===== config.mk =====
export PLATFORM = sky130hd
export DESIGN_NAME = tmr_top
export DESIGN_NICKNAME = d
export VERILOG_FILES = /design/src/tmr_pkg.sv /design/src/tmr_capfilt.sv /design/src/tmr_presc.sv /design/src/tmr_top.sv
export SDC_FILE = /design/constraint.sdc
export NUM_CORES = 1
export LEC_CHECK = 0
export ABC_AREA = 1
export BUFFER_PORTS_ARGS = -buffer_cell sky130_fd_sc_hd__buf_2
export CORE_ASPECT_RATIO = 1.4
export CORE_MARGIN = 1.5
export CORE_UTILIZATION = 30
export CTS_BUF_LIST = sky130_fd_sc_hd__clkbuf_16
export CTS_CLUSTER_DIAMETER = 120
export DETAILED_ROUTE_END_ITERATION = 10
export PLACE_DENSITY = 0.44
export SLEW_MARGIN = 5
export SYNTH_ARGS = -nofsm -noshare
export SYNTH_HDL_FRONTEND = slang
export SYNTH_HIERARCHICAL = 1
export SYNTH_SLANG_ARGS = --single-unit

===== constraint.sdc =====
create_clock -name mclk -period 6.2 [get_ports mclk]
set_input_delay 0.62 -clock mclk [delete_from_list [all_inputs] [get_ports mclk]]
set_output_delay 0.62 -clock mclk [all_outputs]
set_load 0.005 [all_outputs]

===== src/tmr_pkg.sv =====
// Purpose: Shared constants and types for the 16-bit timer core.
// Assumes: 6-bit I/O address, 8-bit data, 100 MHz mclk.
// Notes: Offsets are I/O addresses; data space adds the I/O base.
package tmr_pkg;

  // ----------------------------------------------------------------
  // Register offsets
  // ----------------------------------------------------------------
  localparam logic [5:0] OFS_COMPARE_B_LOW = 6'h28;
  localparam logic [5:0] OFS_COMPARE_B_HIGH = 6'h29;
  localparam logic [5:0] OFS_COMPARE_A_LOW = 6'h2a;
  localparam logic [5:0] OFS_COMPARE_A_HIGH = 6'h2b;
  localparam logic [5:0] OFS_COUNTER_LOW = 6'h2c;
  localparam logic [5:0] OFS_COUNTER_HIGH = 6'h2d;
  localparam logic [5:0] OFS_TIMER_CONTROL_B = 6'h2e;

  // ----------------------------------------------------------------
  // Control B fields and reset values
  // ----------------------------------------------------------------
  localparam int BIT_FILTER_EN = 7;
  localparam int BIT_EDGE_SEL = 6;
  localparam int BIT_WAVE3 = 4;
  localparam int BIT_WAVE2 = 3;
  localparam int CS_MSB = 2;
  localparam logic [7:0] CTRL_B_RW_MASK = 8'hdf;
  localparam logic [7:0] RST_CTRL_B = 8'h00;
  localparam logic [15:0] RST_WORD = 16'h0000;
  localparam logic [7:0] RST_BYTE = 8'h00;

  // ----------------------------------------------------------------
  // Clock select codes and prescaler widths (log2 of divide)
  // ----------------------------------------------------------------
  localparam logic [2:0] CS_STOP = 3'h0;
  localparam logic [2:0] CS_DIV1 = 3'h1;
  localparam logic [2:0] CS_DIV8 = 3'h2;
  localparam logic [2:0] CS_DIV64 = 3'h3;
  localparam logic [2:0] CS_DIV256 = 3'h4;
  localparam logic [2:0] CS_DIV1024 = 3'h5;
  localparam logic [2:0] CS_EXT_FALL = 3'h6;
  localparam logic [2:0] CS_EXT_RISE = 3'h7;
  localparam int PS_LOG_8 = 3;
  localparam int PS_LOG_64 = 6;
  localparam int PS_LOG_256 = 8;
  localparam int PS_LOG_1024 = 10;

  // ----------------------------------------------------------------
  // Capture filter and count limits
  // ----------------------------------------------------------------
  localparam int FILTER_SAMPLES = 4;
  localparam logic [15:0] TOP_8BIT = 16'h00ff;
  localparam logic [15:0] TOP_9BIT = 16'h01ff;
  localparam logic [15:0] TOP_10BIT = 16'h03ff;
  localparam logic [15:0] TOP_MAX = 16'hffff;

  // ----------------------------------------------------------------
  // Types
  // ----------------------------------------------------------------
  typedef enum logic [0:0] {
    TMR_DIR_UP = 1'b0,
    TMR_DIR_DOWN = 1'b1
  } tmr_dir_t;

  typedef struct packed {
    logic wr;
    logic rd;
    logic [5:0] addr;
    logic [7:0] wdata;
  } tmr_io_req_t;

  typedef struct packed {
    logic capture;
    logic compare_a;
    logic compare_b;
  } tmr_flags_t;

endpackage


===== src/tmr_capfilt.sv =====
// Purpose: Capture pin noise filter.
// Assumes: Input already synchronised to mclk.
// Notes: Bypass path is combinational so the filter adds exactly four.
`timescale 1ns/1ps
`default_nettype none
module tmr_capfilt
  import tmr_pkg::*;
(
  input wire logic mclk,
  input wire logic srst,
  input wire logic enable,
  input wire logic level_in,
  output logic level_out
);

  logic level_q, level_d;
  logic [2:0] cnt_q, cnt_d;

  always_comb begin
    level_d = level_q;
    cnt_d = 3'h0;
    if (!enable) begin
      // Track input so enabling the filter gives no false edge
      level_d = level_in;
    end else if (level_in != level_q) begin
      if (cnt_q == 3'(FILTER_SAMPLES - 1)) begin
        level_d = level_in;
      end else begin
        cnt_d = cnt_q + 3'h1;
      end
    end
  end

  always_ff @(posedge mclk) begin
    if (srst) begin
      level_q <= 1'b0;
      cnt_q <= 3'h0;
    end else begin
      level_q <= level_d;
      cnt_q <= cnt_d;
    end
  end

  assign level_out = enable ? level_q : level_in;

endmodule // tmr_capfilt
`default_nettype wire


===== src/tmr_presc.sv =====
// Purpose: Timer clock source select and prescaler.
// Assumes: External edges already synchronised and detected.
// Notes: Prescaler runs free, so the first divided tick may come early.
`timescale 1ns/1ps
`default_nettype none
module tmr_presc
  import tmr_pkg::*;
(
  input wire logic mclk,
  input wire logic srst,
  input wire logic [2:0] clock_select_field,
  input wire logic ext_fall,
  input wire logic ext_rise,
  output logic tick
);

  logic [PS_LOG_1024-1:0] ps_q, ps_d;

  function automatic logic ones(input logic [PS_LOG_1024-1:0] v,
                                input int n);
    logic r;
    r = 1'b1;
    for (int i = 0; i < PS_LOG_1024; i++) begin
      if (i < n) r = r & v[i];
    end
    return r;
  endfunction

  always_comb begin
    ps_d = ps_q + 1'b1;
    unique case (clock_select_field)
      CS_STOP: tick = 1'b0;
      CS_DIV1: tick = 1'b1;
      CS_DIV8: tick = ones(ps_q, PS_LOG_8);
      CS_DIV64: tick = ones(ps_q, PS_LOG_64);
      CS_DIV256: tick = ones(ps_q, PS_LOG_256);
      CS_DIV1024: tick = ones(ps_q, PS_LOG_1024);
      CS_EXT_FALL: tick = ext_fall;
      CS_EXT_RISE: tick = ext_rise;
    endcase
  end

  always_ff @(posedge mclk) begin
    if (srst) begin
      ps_q <= '0;
    end else begin
      ps_q <= ps_d;
    end
  end

endmodule // tmr_presc
`default_nettype wire


===== src/tmr_top.sv =====
// Purpose: 16-bit timer core with capture and two compare units.
// Assumes: CPU I/O register bus on mclk; pins asynchronous.
// Notes: 16-bit writes and counter reads pass through one shared high-byte holding register.
`timescale 1ns/1ps
`default_nettype none

module tmr_top
  import tmr_pkg::*;
(
  input wire logic mclk,
  input wire logic srst,
  input wire tmr_pkg::tmr_io_req_t io_req,
  output logic [7:0] io_rdata,
  input wire logic [1:0] wave_mode_low,
  input wire logic capture_pin,
  input wire logic external_count_pin,
  input wire tmr_pkg::tmr_flags_t flag_vector_ack,
  input wire tmr_pkg::tmr_flags_t flag_write_clear,
  output tmr_pkg::tmr_flags_t flags,
  output logic [15:0] capture_register,
  output logic [15:0] counter_value,
  output logic compare_a_match,
  output logic compare_b_match
);
  import tmr_pkg::*;

  // ----------------------------------------------------------------
  // Pin synchronisers
  // ----------------------------------------------------------------
  logic cap_s1_q, cap_s2_q, ext_s1_q, ext_s2_q, ext_prev_q;

  // pin sampled regardless of its port direction
  always_ff @(posedge mclk) begin
    if (srst) begin
      cap_s1_q <= 1'b0;
      cap_s2_q <= 1'b0;
      ext_s1_q <= 1'b0;
      ext_s2_q <= 1'b0;
      ext_prev_q <= 1'b0;
    end else begin
      cap_s1_q <= capture_pin;
      cap_s2_q <= cap_s1_q;
      ext_s1_q <= external_count_pin;
      ext_s2_q <= ext_s1_q;
      ext_prev_q <= ext_s2_q;
    end
  end

  // ----------------------------------------------------------------
  // Registers
  // ----------------------------------------------------------------
  logic [7:0] ctrl_b_q, ctrl_b_d;
  logic [7:0] temp_q, temp_d;
  logic [15:0] cnt_q, cnt_d;
  logic [15:0] ocra_q, ocra_d;
  logic [15:0] ocrb_q, ocrb_d;
  logic [15:0] icr_q, icr_d;
  logic [7:0] rdata_q, rdata_d;
  logic block_q, block_d;
  logic cap_prev_q, cap_prev_d;
  logic match_a_q, match_a_d, match_b_q, match_b_d;
  tmr_dir_t dir_q, dir_d;
  tmr_flags_t flags_q, flags_d;

  logic [3:0] wave_mode_field;
  logic [15:0] top;
  logic tick, cap_level, cap_edge, cnt_wr, cap_active;
  logic hit_a, hit_b;

  assign wave_mode_field = {ctrl_b_q[BIT_WAVE3], ctrl_b_q[BIT_WAVE2],
                            wave_mode_low};

  // ----------------------------------------------------------------
  // Mode decoding
  // ----------------------------------------------------------------
  function automatic logic icr_is_top(input logic [3:0] m);
    return (m == 4'h8) || (m == 4'ha) || (m == 4'hc) || (m == 4'he);
  endfunction

  function automatic logic dual_slope(input logic [3:0] m);
    return (m inside {4'h1, 4'h2, 4'h3, 4'h8, 4'h9, 4'ha, 4'hb});
  endfunction

  // count limit per mode; reserved code acts as normal
  function automatic logic [15:0] top_of(input logic [3:0] m,
                                         input logic [15:0] icr,
                                         input logic [15:0] ocra);
    logic [15:0] t;
    t = TOP_MAX;
    case (m)
      4'h1, 4'h5: t = TOP_8BIT;
      4'h2, 4'h6: t = TOP_9BIT;
      4'h3, 4'h7: t = TOP_10BIT;
      4'h4, 4'h9, 4'hb, 4'hf: t = ocra;
      4'h8, 4'ha, 4'hc, 4'he: t = icr;
      default: t = TOP_MAX;
    endcase
    return t;
  endfunction

  assign top = top_of(wave_mode_field, icr_q, ocra_q);
  assign cap_active = !icr_is_top(wave_mode_field);

  // ----------------------------------------------------------------
  // Clock source and capture filter
  // ----------------------------------------------------------------
  tmr_presc u_presc (
    .mclk(mclk),
    .srst(srst),
    .clock_select_field(ctrl_b_q[CS_MSB:0]),
    .ext_fall(ext_prev_q && !ext_s2_q),
    .ext_rise(!ext_prev_q && ext_s2_q),
    .tick(tick)
  );

  tmr_capfilt u_capfilt (
    .mclk(mclk),
    .srst(srst),
    .enable(ctrl_b_q[BIT_FILTER_EN]),
    .level_in(cap_s2_q),
    .level_out(cap_level)
  );

  // edge polarity from the edge select bit
  assign cap_edge = ctrl_b_q[BIT_EDGE_SEL] ? (cap_level && !cap_prev_q)
                                          : (!cap_level && cap_prev_q);

  assign cnt_wr = io_req.wr && (io_req.addr == OFS_COUNTER_LOW);
  // both compare units checked on every timer tick except the first after a counter write
  assign hit_a = tick && !block_q && (cnt_q == ocra_q);
  assign hit_b = tick && !block_q && (cnt_q == ocrb_q);

  // ----------------------------------------------------------------
  // Next-state logic
  // ----------------------------------------------------------------
  always_comb begin
    ctrl_b_d = ctrl_b_q;
    temp_d = temp_q;
    cnt_d = cnt_q;
    ocra_d = ocra_q;
    ocrb_d = ocrb_q;
    icr_d = icr_q;
    rdata_d = rdata_q;
    block_d = block_q;
    dir_d = dir_q;
    cap_prev_d = cap_level;
    match_a_d = hit_a;
    match_b_d = hit_b;
    flags_d = flags_q;

    // Counting sequence
    if (tick) begin
      block_d = 1'b0;
      if (dual_slope(wave_mode_field)) begin
        unique case (dir_q)
          TMR_DIR_UP: begin
            if (cnt_q >= top) begin
              dir_d = TMR_DIR_DOWN;
              cnt_d = (cnt_q == 16'h0000) ? cnt_q : cnt_q - 16'h0001;
            end else begin
              cnt_d = cnt_q + 16'h0001;
            end
          end
          TMR_DIR_DOWN: begin
            if (cnt_q == 16'h0000) begin
              dir_d = TMR_DIR_UP;
              cnt_d = (top == 16'h0000) ? cnt_q : 16'h0001;
            end else begin
              cnt_d = cnt_q - 16'h0001;
            end
          end
        endcase
      end else begin
        dir_d = TMR_DIR_UP;
        cnt_d = (cnt_q >= top) ? 16'h0000 : cnt_q + 16'h0001;
      end
    end

    // Capture event
    if (cap_active && cap_edge) begin
      icr_d = cnt_q;
    end

    // Flag clears first so that a same-cycle set wins
    if (flag_vector_ack.capture || flag_write_clear.capture) begin
      flags_d.capture = 1'b0;
    end
    if (flag_vector_ack.compare_a || flag_write_clear.compare_a) begin
      flags_d.compare_a = 1'b0;
    end
    if (flag_vector_ack.compare_b || flag_write_clear.compare_b) begin
      flags_d.compare_b = 1'b0;
    end
    if (cap_active && cap_edge) begin
      flags_d.capture = 1'b1;
    end
    if (hit_a) begin
      flags_d.compare_a = 1'b1;
    end
    if (hit_b) begin
      flags_d.compare_b = 1'b1;
    end

    // CPU writes; a counter write overrides the tick
    if (io_req.wr) begin
      unique case (io_req.addr)
        OFS_COMPARE_A_HIGH, OFS_COMPARE_B_HIGH, OFS_COUNTER_HIGH: begin
          temp_d = io_req.wdata;
        end
        OFS_COMPARE_A_LOW: begin
          ocra_d = {temp_q, io_req.wdata};
        end
        OFS_COMPARE_B_LOW: begin
          ocrb_d = {temp_q, io_req.wdata};
        end
        OFS_COUNTER_LOW: begin
          cnt_d = {temp_q, io_req.wdata};
          block_d = 1'b1;
        end
        OFS_TIMER_CONTROL_B: begin
          ctrl_b_d = io_req.wdata & CTRL_B_RW_MASK;
        end
        default: begin
        end
      endcase
    end

    // CPU reads, answered one cycle later
    if (io_req.rd) begin
      unique case (io_req.addr)
        OFS_COMPARE_A_LOW: rdata_d = ocra_q[7:0];
        OFS_COMPARE_A_HIGH: rdata_d = ocra_q[15:8];
        OFS_COMPARE_B_LOW: rdata_d = ocrb_q[7:0];
        OFS_COMPARE_B_HIGH: rdata_d = ocrb_q[15:8];
        OFS_COUNTER_LOW: begin
          rdata_d = cnt_q[7:0];
          temp_d = cnt_q[15:8];
        end
        OFS_COUNTER_HIGH: rdata_d = temp_q;
        OFS_TIMER_CONTROL_B: rdata_d = ctrl_b_q;
        default: rdata_d = RST_BYTE;
      endcase
    end
  end

  // ----------------------------------------------------------------
  // State registers
  // ----------------------------------------------------------------
  always_ff @(posedge mclk) begin
    if (srst) begin
      ctrl_b_q <= RST_CTRL_B;
      temp_q <= RST_BYTE;
      cnt_q <= RST_WORD;
      ocra_q <= RST_WORD;
      ocrb_q <= RST_WORD;
      icr_q <= RST_WORD;
      rdata_q <= RST_BYTE;
      block_q <= 1'b0;
      dir_q <= TMR_DIR_UP;
      cap_prev_q <= 1'b0;
      match_a_q <= 1'b0;
      match_b_q <= 1'b0;
      flags_q <= '0;
    end else begin
      ctrl_b_q <= ctrl_b_d;
      temp_q <= temp_d;
      cnt_q <= cnt_d;
      ocra_q <= ocra_d;
      ocrb_q <= ocrb_d;
      icr_q <= icr_d;
      rdata_q <= rdata_d;
      block_q <= block_d;
      dir_q <= dir_d;
      cap_prev_q <= cap_prev_d;
      match_a_q <= match_a_d;
      match_b_q <= match_b_d;
      flags_q <= flags_d;
    end
  end

  assign io_rdata = rdata_q;
  assign flags = flags_q;
  assign capture_register = icr_q;
  assign counter_value = cnt_q;
  assign compare_a_match = match_a_q;
  assign compare_b_match = match_b_q;

endmodule // tmr_top
`default_nettype wire

==> results of run 1 <==
==> area by class of cell <==
| class | count | area, sq um | share of cell area (%) |
|---|---|---|---|
| sequential | 114 | 2280 | 28.1 |
| inverter | 146 | 548 | 6.75 |
| multi-input combinational | 754 | 3920 | 48.3 |
| timing repair buffer | 80 | 420 | 5.18 |
| clock buffer | 17 | 425 | 5.24 |
| clock inverter | 15 | 144 | 1.77 |
| tap | 301 | 377 | 4.64 |
==> critical path, delay by kind of cell, from the launching register on <==
family,cells,cell delay [ps]
adders and majority gates,1,290
DFF,1,480
AOI/OAI and AO/OA,5,680
and+or+nand+nor,8,1940
buffers and inverters,3,220
==> cells in the final DEF (no fill, tap or decap), types with 3 or more instances in the layout <==
cell / count
a21oi_1: 107
a221oi_1: 13
buf_2: 72
buf_4: 8
clkbuf_16: 17
clkinv_1: 5
clkinv_2: 4
clkinvlp_4: 4
dfxtp_1: 114
ha_1: 23
inv_1: 136
inv_2: 7
nand2_1: 182
nand2_2: 8
nand3_1: 55
nand3_2: 3
nand4_1: 5
nor2_1: 128
nor2_2: 10
nor2_4: 3
nor3_1: 9
nor4_1: 5
o2111ai_1: 4
o211ai_1: 3
o21ai_0: 124
o21ai_1: 3
o221ai_1: 3
o22ai_1: 20
xnor2_1: 4
xor2_1: 20
==> synth_stat cells (10+ instances only) <==
master / instances / area (sq um)
nand2_1: 182 / 683
inv_1: 135 / 507
nor2_1: 128 / 480
o21ai_0: 124 / 621
dfxtp_1: 114 / 2280
a21oi_1: 107 / 536
nand3_1: 55 / 275
clkbuf_1: 26 / 97.6
ha_1: 23 / 288
o22ai_1: 20 / 125
xor2_1: 20 / 175
a221oi_1: 13 / 114
nor2_2: 10 / 62.6
==> worst max-delay path by stage <==
stage | startpoint | cells after the start | slack (ps) | to
3_5_place_dp | wave_mode_low[0] | 17 | 2470 | counter_value[4]
3_3_place_gp | wave_mode_low[0] | 17 | 2510 | counter_value[3]
5_1_grt | ctrl_b_q[4] | 17 | 2200 | counter_value[4]
4_1_cts | ctrl_b_q[4] | 17 | 2570 | counter_value[4]
6_report | ctrl_b_q[4] | 17 | 2520 | counter_value[4]
2_1_floorplan | wave_mode_low[0] | 19 | 3330 | counter_value[10]
==> metal layers <==
metal	track usage, %	share of wire (%)
met1	27.5	42
met2	41.9	50
met3	3.92	4.8
met4	11.3	3.9
met5	0	0
==> state kept, by name, indices dropped and copies added (netlist names) <==
signal / flops
block_q: 1
cap_prev_q: 1
cap_s1_q: 1
cap_s2_q: 1
capture_register: 16
compare_a_match: 1
compare_b_match: 1
counter_value: 16
ctrl_b_q: 7
dir_q: 1
ext_prev_q: 1
ext_s1_q: 1
ext_s2_q: 1
flags: 3
io_rdata: 8
ocra_q: 16
ocrb_q: 16
temp_q: 8
u_capfilt/cnt_q: 3
u_capfilt/level_q: 1
u_presc/ps_q: 10
==> power groups by stage <==
stage	combinational (mW)	clock (mW)	sequential [mW]
after floorplan	0.0970	0	0.768
after global placement	0.154	0	0.775
after detailed placement	0.153	0	0.775
after CTS	0.154	0.984	0.759
after global routing	0.172	1.02	0.760
final	0.153	0.969	0.759
==> metrics by stage <==
stage | setup WS [ps] | std cells | area [sq um] | utilization, % | power (mW)
floorplan | 3330 | 1057 | 6960 | - | 0.865
global placement | 2510 | 1395 | 7550 | 33.3 | 0.929
detailed placement | 2470 | 1395 | 7550 | 33.3 | 0.928
CTS | 2570 | 1427 | 8120 | 35.8 | 1.90
global route | 2200 | 1427 | 8120 | 35.8 | 1.95
finish | 2520 | 1427 | 8120 | 35.8 | 1.88
==> cells by family after synthesis <==
family / Yosys count / share of synthesized area [%]
AND/OR/NAND/NOR: 420 / 26.5
adder cells (fa/ha/maj): 23 / 4.13
AO/OA/AOI/OAI: 287 / 22.6
XOR/XNOR: 24 / 3.02
buffers and inverters: 189 / 10.9
flip-flops: 114 / 32.8
==> results.json, run 1 <==
{
  "status": "finished, final reports clean",
  "fin_crit_sh_pct": 59.4,
  "num-fill-cells": 2508,
  "synth_edf_count": 0,
  "hold_viol_final": 0,
  "clock_skew_ps": 9.14,
  "yosys_warnings": 6,
  "fmax_mhz": 272,
  "syn2layout_area_growth_pct": 16.5,
  "io-pin-count": 73,
  "htreeDepth": 4,
  "drtIter0Drc": 453,
  "leakagePower_nw": 3.50,
  "max_slew_margin_pct": 26.1,
  "crit_path_top_delay_cell": "nor2_1",
  "gp_congestion": 0.911,
  "required_ps": 6570,
  "hold-path-cell-count": 2,
  "clkTransAtPathRegs_ps": 60,
  "vias_per_cell": 5.15,
  "clockBufferDepth": 2,
  "place.detailed.hpwl_mm": 20.7,
  "clock-root-buffer": "clkbuf_16",
  "r2r-start": "ctrl_b_q[4]",
  "syn_inst": 1057,
  "min_from": "flag_vector_ack[1]",
  "rsz0062_at_grt": "false",
  "internal_power_mw": 1.38,
  "die_w_microns": 132,
  "detailroute.via_count": 7344,
  "initial_core_util_pct": 30.7,
  "reg2reg_depth": 17,
  "path_max_fanout": 15,
  "grt_usage_pct": 23.6,
  "min_period_ps": 3680,
  "synth_fp_nets": 1108,
  "firstDrtPassIters": 5,
  "fin_nets": 1164,
  "switching_power_uw": 503,
  "maxCapViolCount": 0,
  "antenna_found_initial": 0,
  "core_sq_um": 22700,
  "worstMarginPinSlew_ps": 1110,
  "sw_frac_of_total_pct": 26.7,
  "n_antenna_cell": 0,
  "grt_pass1_wl_mm": 42.1,
  "ys_seq_area_share_pct": 32.8,
  "p_clk_share_pct": 51.5,
  "ys_ff_latch": 114,
  "crit_path_end_kind": "flop",
  "max_stage_delay_ps": 610,
  "cts_buffers": 17,
  "rrSetupSlack_ps": 2520,
  "port_buffers": 72,
  "synth_ff_type": "dfxtp_1",
  "power.share.combinational_pct": 8.1,
  "hold_path_end": "flags[1]",
  "hold_slack_ps": 382,
  "cts_tree": "built",
  "async_flop_share_pct": 0,
  "power_density_nw_per_um2": 232,
  "drv_slew": 0,
  "min_path_type": "in -> reg",
  "grt-ovfl-total": 0,
  "ys_types": 48,
  "drive_above_1_share_pct": 13.3,
  "criticalPathCategory": "reg -> reg",
  "drc": 0,
  "cts_resized": 0,
  "pwr-share-seq_pct": 40.3,
  "grt_max_degree": 56,
  "clock-sinks": 114,
  "r2r_end": "counter_value[4]",
  "wl_mm": 28.3,
  "start_kind": "flop",
  "crit_chain": "inv_2 > nor2_1 > nand2_1 > nand2_1 > inv_1 > nand2_1 > inv_1 > ha_1 > a21oi_1 > o21ai_0 > a21oi_1 > nand3_1 > nor2_2 > nand3_1 > o21ai_0 > a21oi_1 > nor2_1",
  "die_area_sq_um": 24200,
  "ant_nets": 0,
  "die_y_microns": 183,
  "grt_pass1_vias": 7040,
  "worst_ir_drop_vdd_uv": 207,
  "wl_per_cell_microns": 19.8,
  "cp_data_arrival_time_ps": 4050,
  "tns_ps": 0,
  "row_count": 65,
  "cts_hold_buf": 0,
  "setup_viol": 0,
  "netlist_area_sq_um": 6960,
  "cts_setup_buffers": 0,
  "clock_latency_ps": 440,
  "syn_avg_cell_area_sq_um": 6.59
}
Note: power is estimated with default switching activity, not from simulation.
==> inputs of run 2 (changes only) <==
--- a/config.mk
+++ b/config.mk
@@ -5,7 +5,7 @@
 export SDC_FILE = /design/constraint.sdc
 export NUM_CORES = 1
 export LEC_CHECK = 0
-export ABC_AREA = 1
+export ABC_AREA = 0
 export BUFFER_PORTS_ARGS = -buffer_cell sky130_fd_sc_hd__buf_2
 export CORE_ASPECT_RATIO = 1.4
 export CORE_MARGIN = 1.5
==> constraint.sdc (replaced) <==
create_clock -name mclk -period 3.8 [get_ports mclk]
set_input_delay 0.38 -clock mclk [delete_from_list [all_inputs] [get_ports mclk]]
set_output_delay 0.38 -clock mclk [all_outputs]
set_load 0.005 [all_outputs]
==> results.json, run 2 <==
{
  "yosys_warnings": 6,
  "synth_top_family_by_area": "simple AND/OR/NAND/NOR gates",
  "clock-sinks": 114,
  "max_slew_margin_pct": 45.2,
  "die_area_sq_um": 24300,
  "switching_power_uw": 793,
  "leakagePower_nw": 3.57,
  "ys_types": 78,
  "tns_ps": 0,
  "grt_max_degree": 50,
  "crit_path_top_delay_cell": "or4_4",
  "cts_tree": "built",
  "grt-ovfl-total": 0,
  "hold_viol_final": 0,
  "clock_skew_ps": 15.4,
  "drv_slew": 0,
  "wl_per_cell_microns": 22.1,
  "synth_fp_nets": 888,
  "core_sq_um": 23100,
  "max_stage_delay_ps": 600,
  "port_buffers": 72,
  "rsz0062_at_grt": "false",
  "worst_slack_ps": 266,
  "hold_path_end": "cap_s1_q",
  "synth-xor-area-share_pct": 5.74,
  "detailroute.via_count": 6761,
  "drc": 0,
  "hold-path-cell-count": 2,
  "power.share.combinational_pct": 8.4,
  "reg2reg_depth": 13,
  "synth_edf_count": 0,
  "clockBufferDepth": 2,
  "grt-busiest-layer": "met2",
  "min_from": "capture_pin",
  "r2r_end": "counter_value[1]",
  "io-pin-count": 73,
  "p_clk_share_pct": 52.5,
  "ant_nets": 0,
  "netlist_area_sq_um": 7020,
  "mostFrequentLayoutCells": "118 x nor2_1, 113 x dfxtp_1, 71 x mux2i_1, 71 x buf_2, 50 x nand2_1",
  "use_met1_pct": 25.7,
  "maxCapViolCount": 0,
  "die_y_microns": 184,
  "fin_crit_sh_pct": 93.0,
  "internal_power_mw": 2.33,
  "setup_viol": 0,
  "multi_input_area_sq_um": 4430,
  "cts_resized": 0,
  "cts_hold_buf": 0,
  "worst_ir_drop_vdd_uv": 274,
  "pwr-share-seq_pct": 39.1,
  "clock-root-buffer": "clkbuf_16",
  "synthSimpleGateAreaFrac_pct": 23.4,
  "crit_path_end_kind": "flop",
  "initial_core_util_pct": 30.3,
  "synth_fa_ha_area_share_pct": 4.10,
  "syn2layout_area_growth_pct": 21.2,
  "firstDrtPassIters": 7,
  "postLayoutCellArea_sq_um": 8500,
  "cp_top_family": "compound AO/OA/AOI/OAI gates",
  "synth_ff_type": "dfxtp_1",
  "num-fill-cells": 2442,
  "final_common_cell": "nor2_1",
  "cts_buffers": 17,
  "grt_pass1_wl_mm": 40.8,
  "synth_commonest_cells": "118 x nor2_1, 114 x dfxtp_1, 71 x mux2i_1",
  "power_density_nw_per_um2": 367,
  "yosys.area.top_type_share_pct": 32.5,
  "async_flop_share_pct": 0,
  "r2r-start": "ctrl_b_q[3]",
  "row_count": 66,
  "status": "finished, final reports clean",
  "start_kind": "flop",
  "die_w_microns": 132,
  "antenna_found_initial": 0,
  "ys_seq_area_share_pct": 32.5,
  "worstMarginPinSlew_ps": 822,
  "clock_latency_ps": 440,
  "criticalPathCategory": "reg -> reg",
  "grtUsageMet3_pct": 3.92,
  "dpl_cell_area_sq_um": 7880,
  "rrSetupSlack_ps": 270,
  "cp_data_arrival_time_ps": 3900,
  "grt_usage_pct": 22.7,
  "ys_ff_latch": 114,
  "use_met2_pct": 38.7,
  "synth_most_common_cell": "nor2_1",
  "synth_compound_area_share_pct": 16.5,
  "required_ps": 4160,
  "place_ws_ps": 37.9,
  "drive_above_1_share_pct": 20.4,
  "gp_congestion": 0.884,
  "wl_mm": 27.2,
  "synth_area_leaders": "dfxtp_1 33%, mux2i_1 10%, nor2_1 6.3%, ha_1 4.1%, xnor2_1 3.9%",
  "grt_pass1_vias": 6677,
  "vias_per_cell": 5.49,
  "clkTransAtPathRegs_ps": 70,
  "syn_inst": 837,
  "sw_frac_of_total_pct": 25.4,
  "htreeDepth": 4,
  "muxShareOfSynthArea_pct": 12.9,
  "cp.buffers_inverters": 2,
  "cp_common_cell": "o21ai_0",
  "cp.depth": 13,
  "crit_chain": "or4_4 > o21ai_0 > a221o_1 > inv_1 > ha_1 > o2111ai_1 > a311oi_2 > nor2_1 > a41oi_2 > buf_12 > o21ai_0 > or4_1 > a31oi_1",
  "fmax_mhz": 283,
  "path_max_fanout": 22,
  "place.detailed.hpwl_mm": 19.8,
  "syn_avg_cell_area_sq_um": 8.38,
  "n_antenna_cell": 0,
  "fin_nets": 963,
  "drtIter0Drc": 427,
  "ff_latch_area_sq_um": 2280,
  "synth_top_cell_by_area": "dfxtp_1",
  "min_path_type": "in -> reg",
  "min_period_ps": 3530,
  "crit_path_start": "ctrl_b_q[3]",
  "cts_setup_buffers": 0
}
==> run 2: cells by family (layout without fill, tap and decap cells) <==
group | count (synthesis) | count (layout)
XOR/XNOR | 46 | 46
buffers and inverters | 85 | 173
AND/OR/NAND/NOR | 322 | 322
multiplexers | 83 | 83
flip-flops | 114 | 114
adder cells (fa/ha/maj) | 23 | 23
AO/OA/AOI/OAI | 164 | 164
==> run 2: cell type report <==
class	instances	area share, %
multi-input combinational	638	52.1
inverter	21	0.927
sequential	114	26.9
clock buffer	17	5.00
timing repair buffer	120	8.65
clock inverter	15	1.99
tap	306	4.50
==> run 2: worst max-delay path by stage <==
stage	end	slack, ps
2_1_floorplan	counter_value[9]	260
3_3_place_gp	counter_value[10]	60
3_5_place_dp	counter_value[10]	40
4_1_cts	counter_value[10]	110
5_1_grt	counter_value[1]	10
6_report	counter_value[1]	270
==> run 2: power by group through the flow <==
stage | sequential [mW] | clock [mW] | combinational, mW
after global routing | 1.22 | 1.72 | 0.288
after floorplan | 1.24 | 0 | 0.163
final | 1.22 | 1.64 | 0.263
after global placement | 1.25 | 0 | 0.258
after detailed placement | 1.25 | 0 | 0.258
after CTS | 1.22 | 1.67 | 0.260
==> run 2: per-stage QoR <==
step	std cells	utilization (%)	power, mW	hold WS (ps)
finish	1231	36.8	3.12	166
CTS	1231	36.7	3.15	159
global route	1231	36.8	3.23	189
global placement	1199	34.1	1.50	420
floorplan	837	-	1.40	405
detailed placement	1199	34.1	1.50	427
==> run 2: routing by layer <==
metal	wire (microns)	vias to the layer above
met1	11000	3244
li1	-	3198
met4	1910	0
met5	0	-
met2	13200	225
met3	1090	94
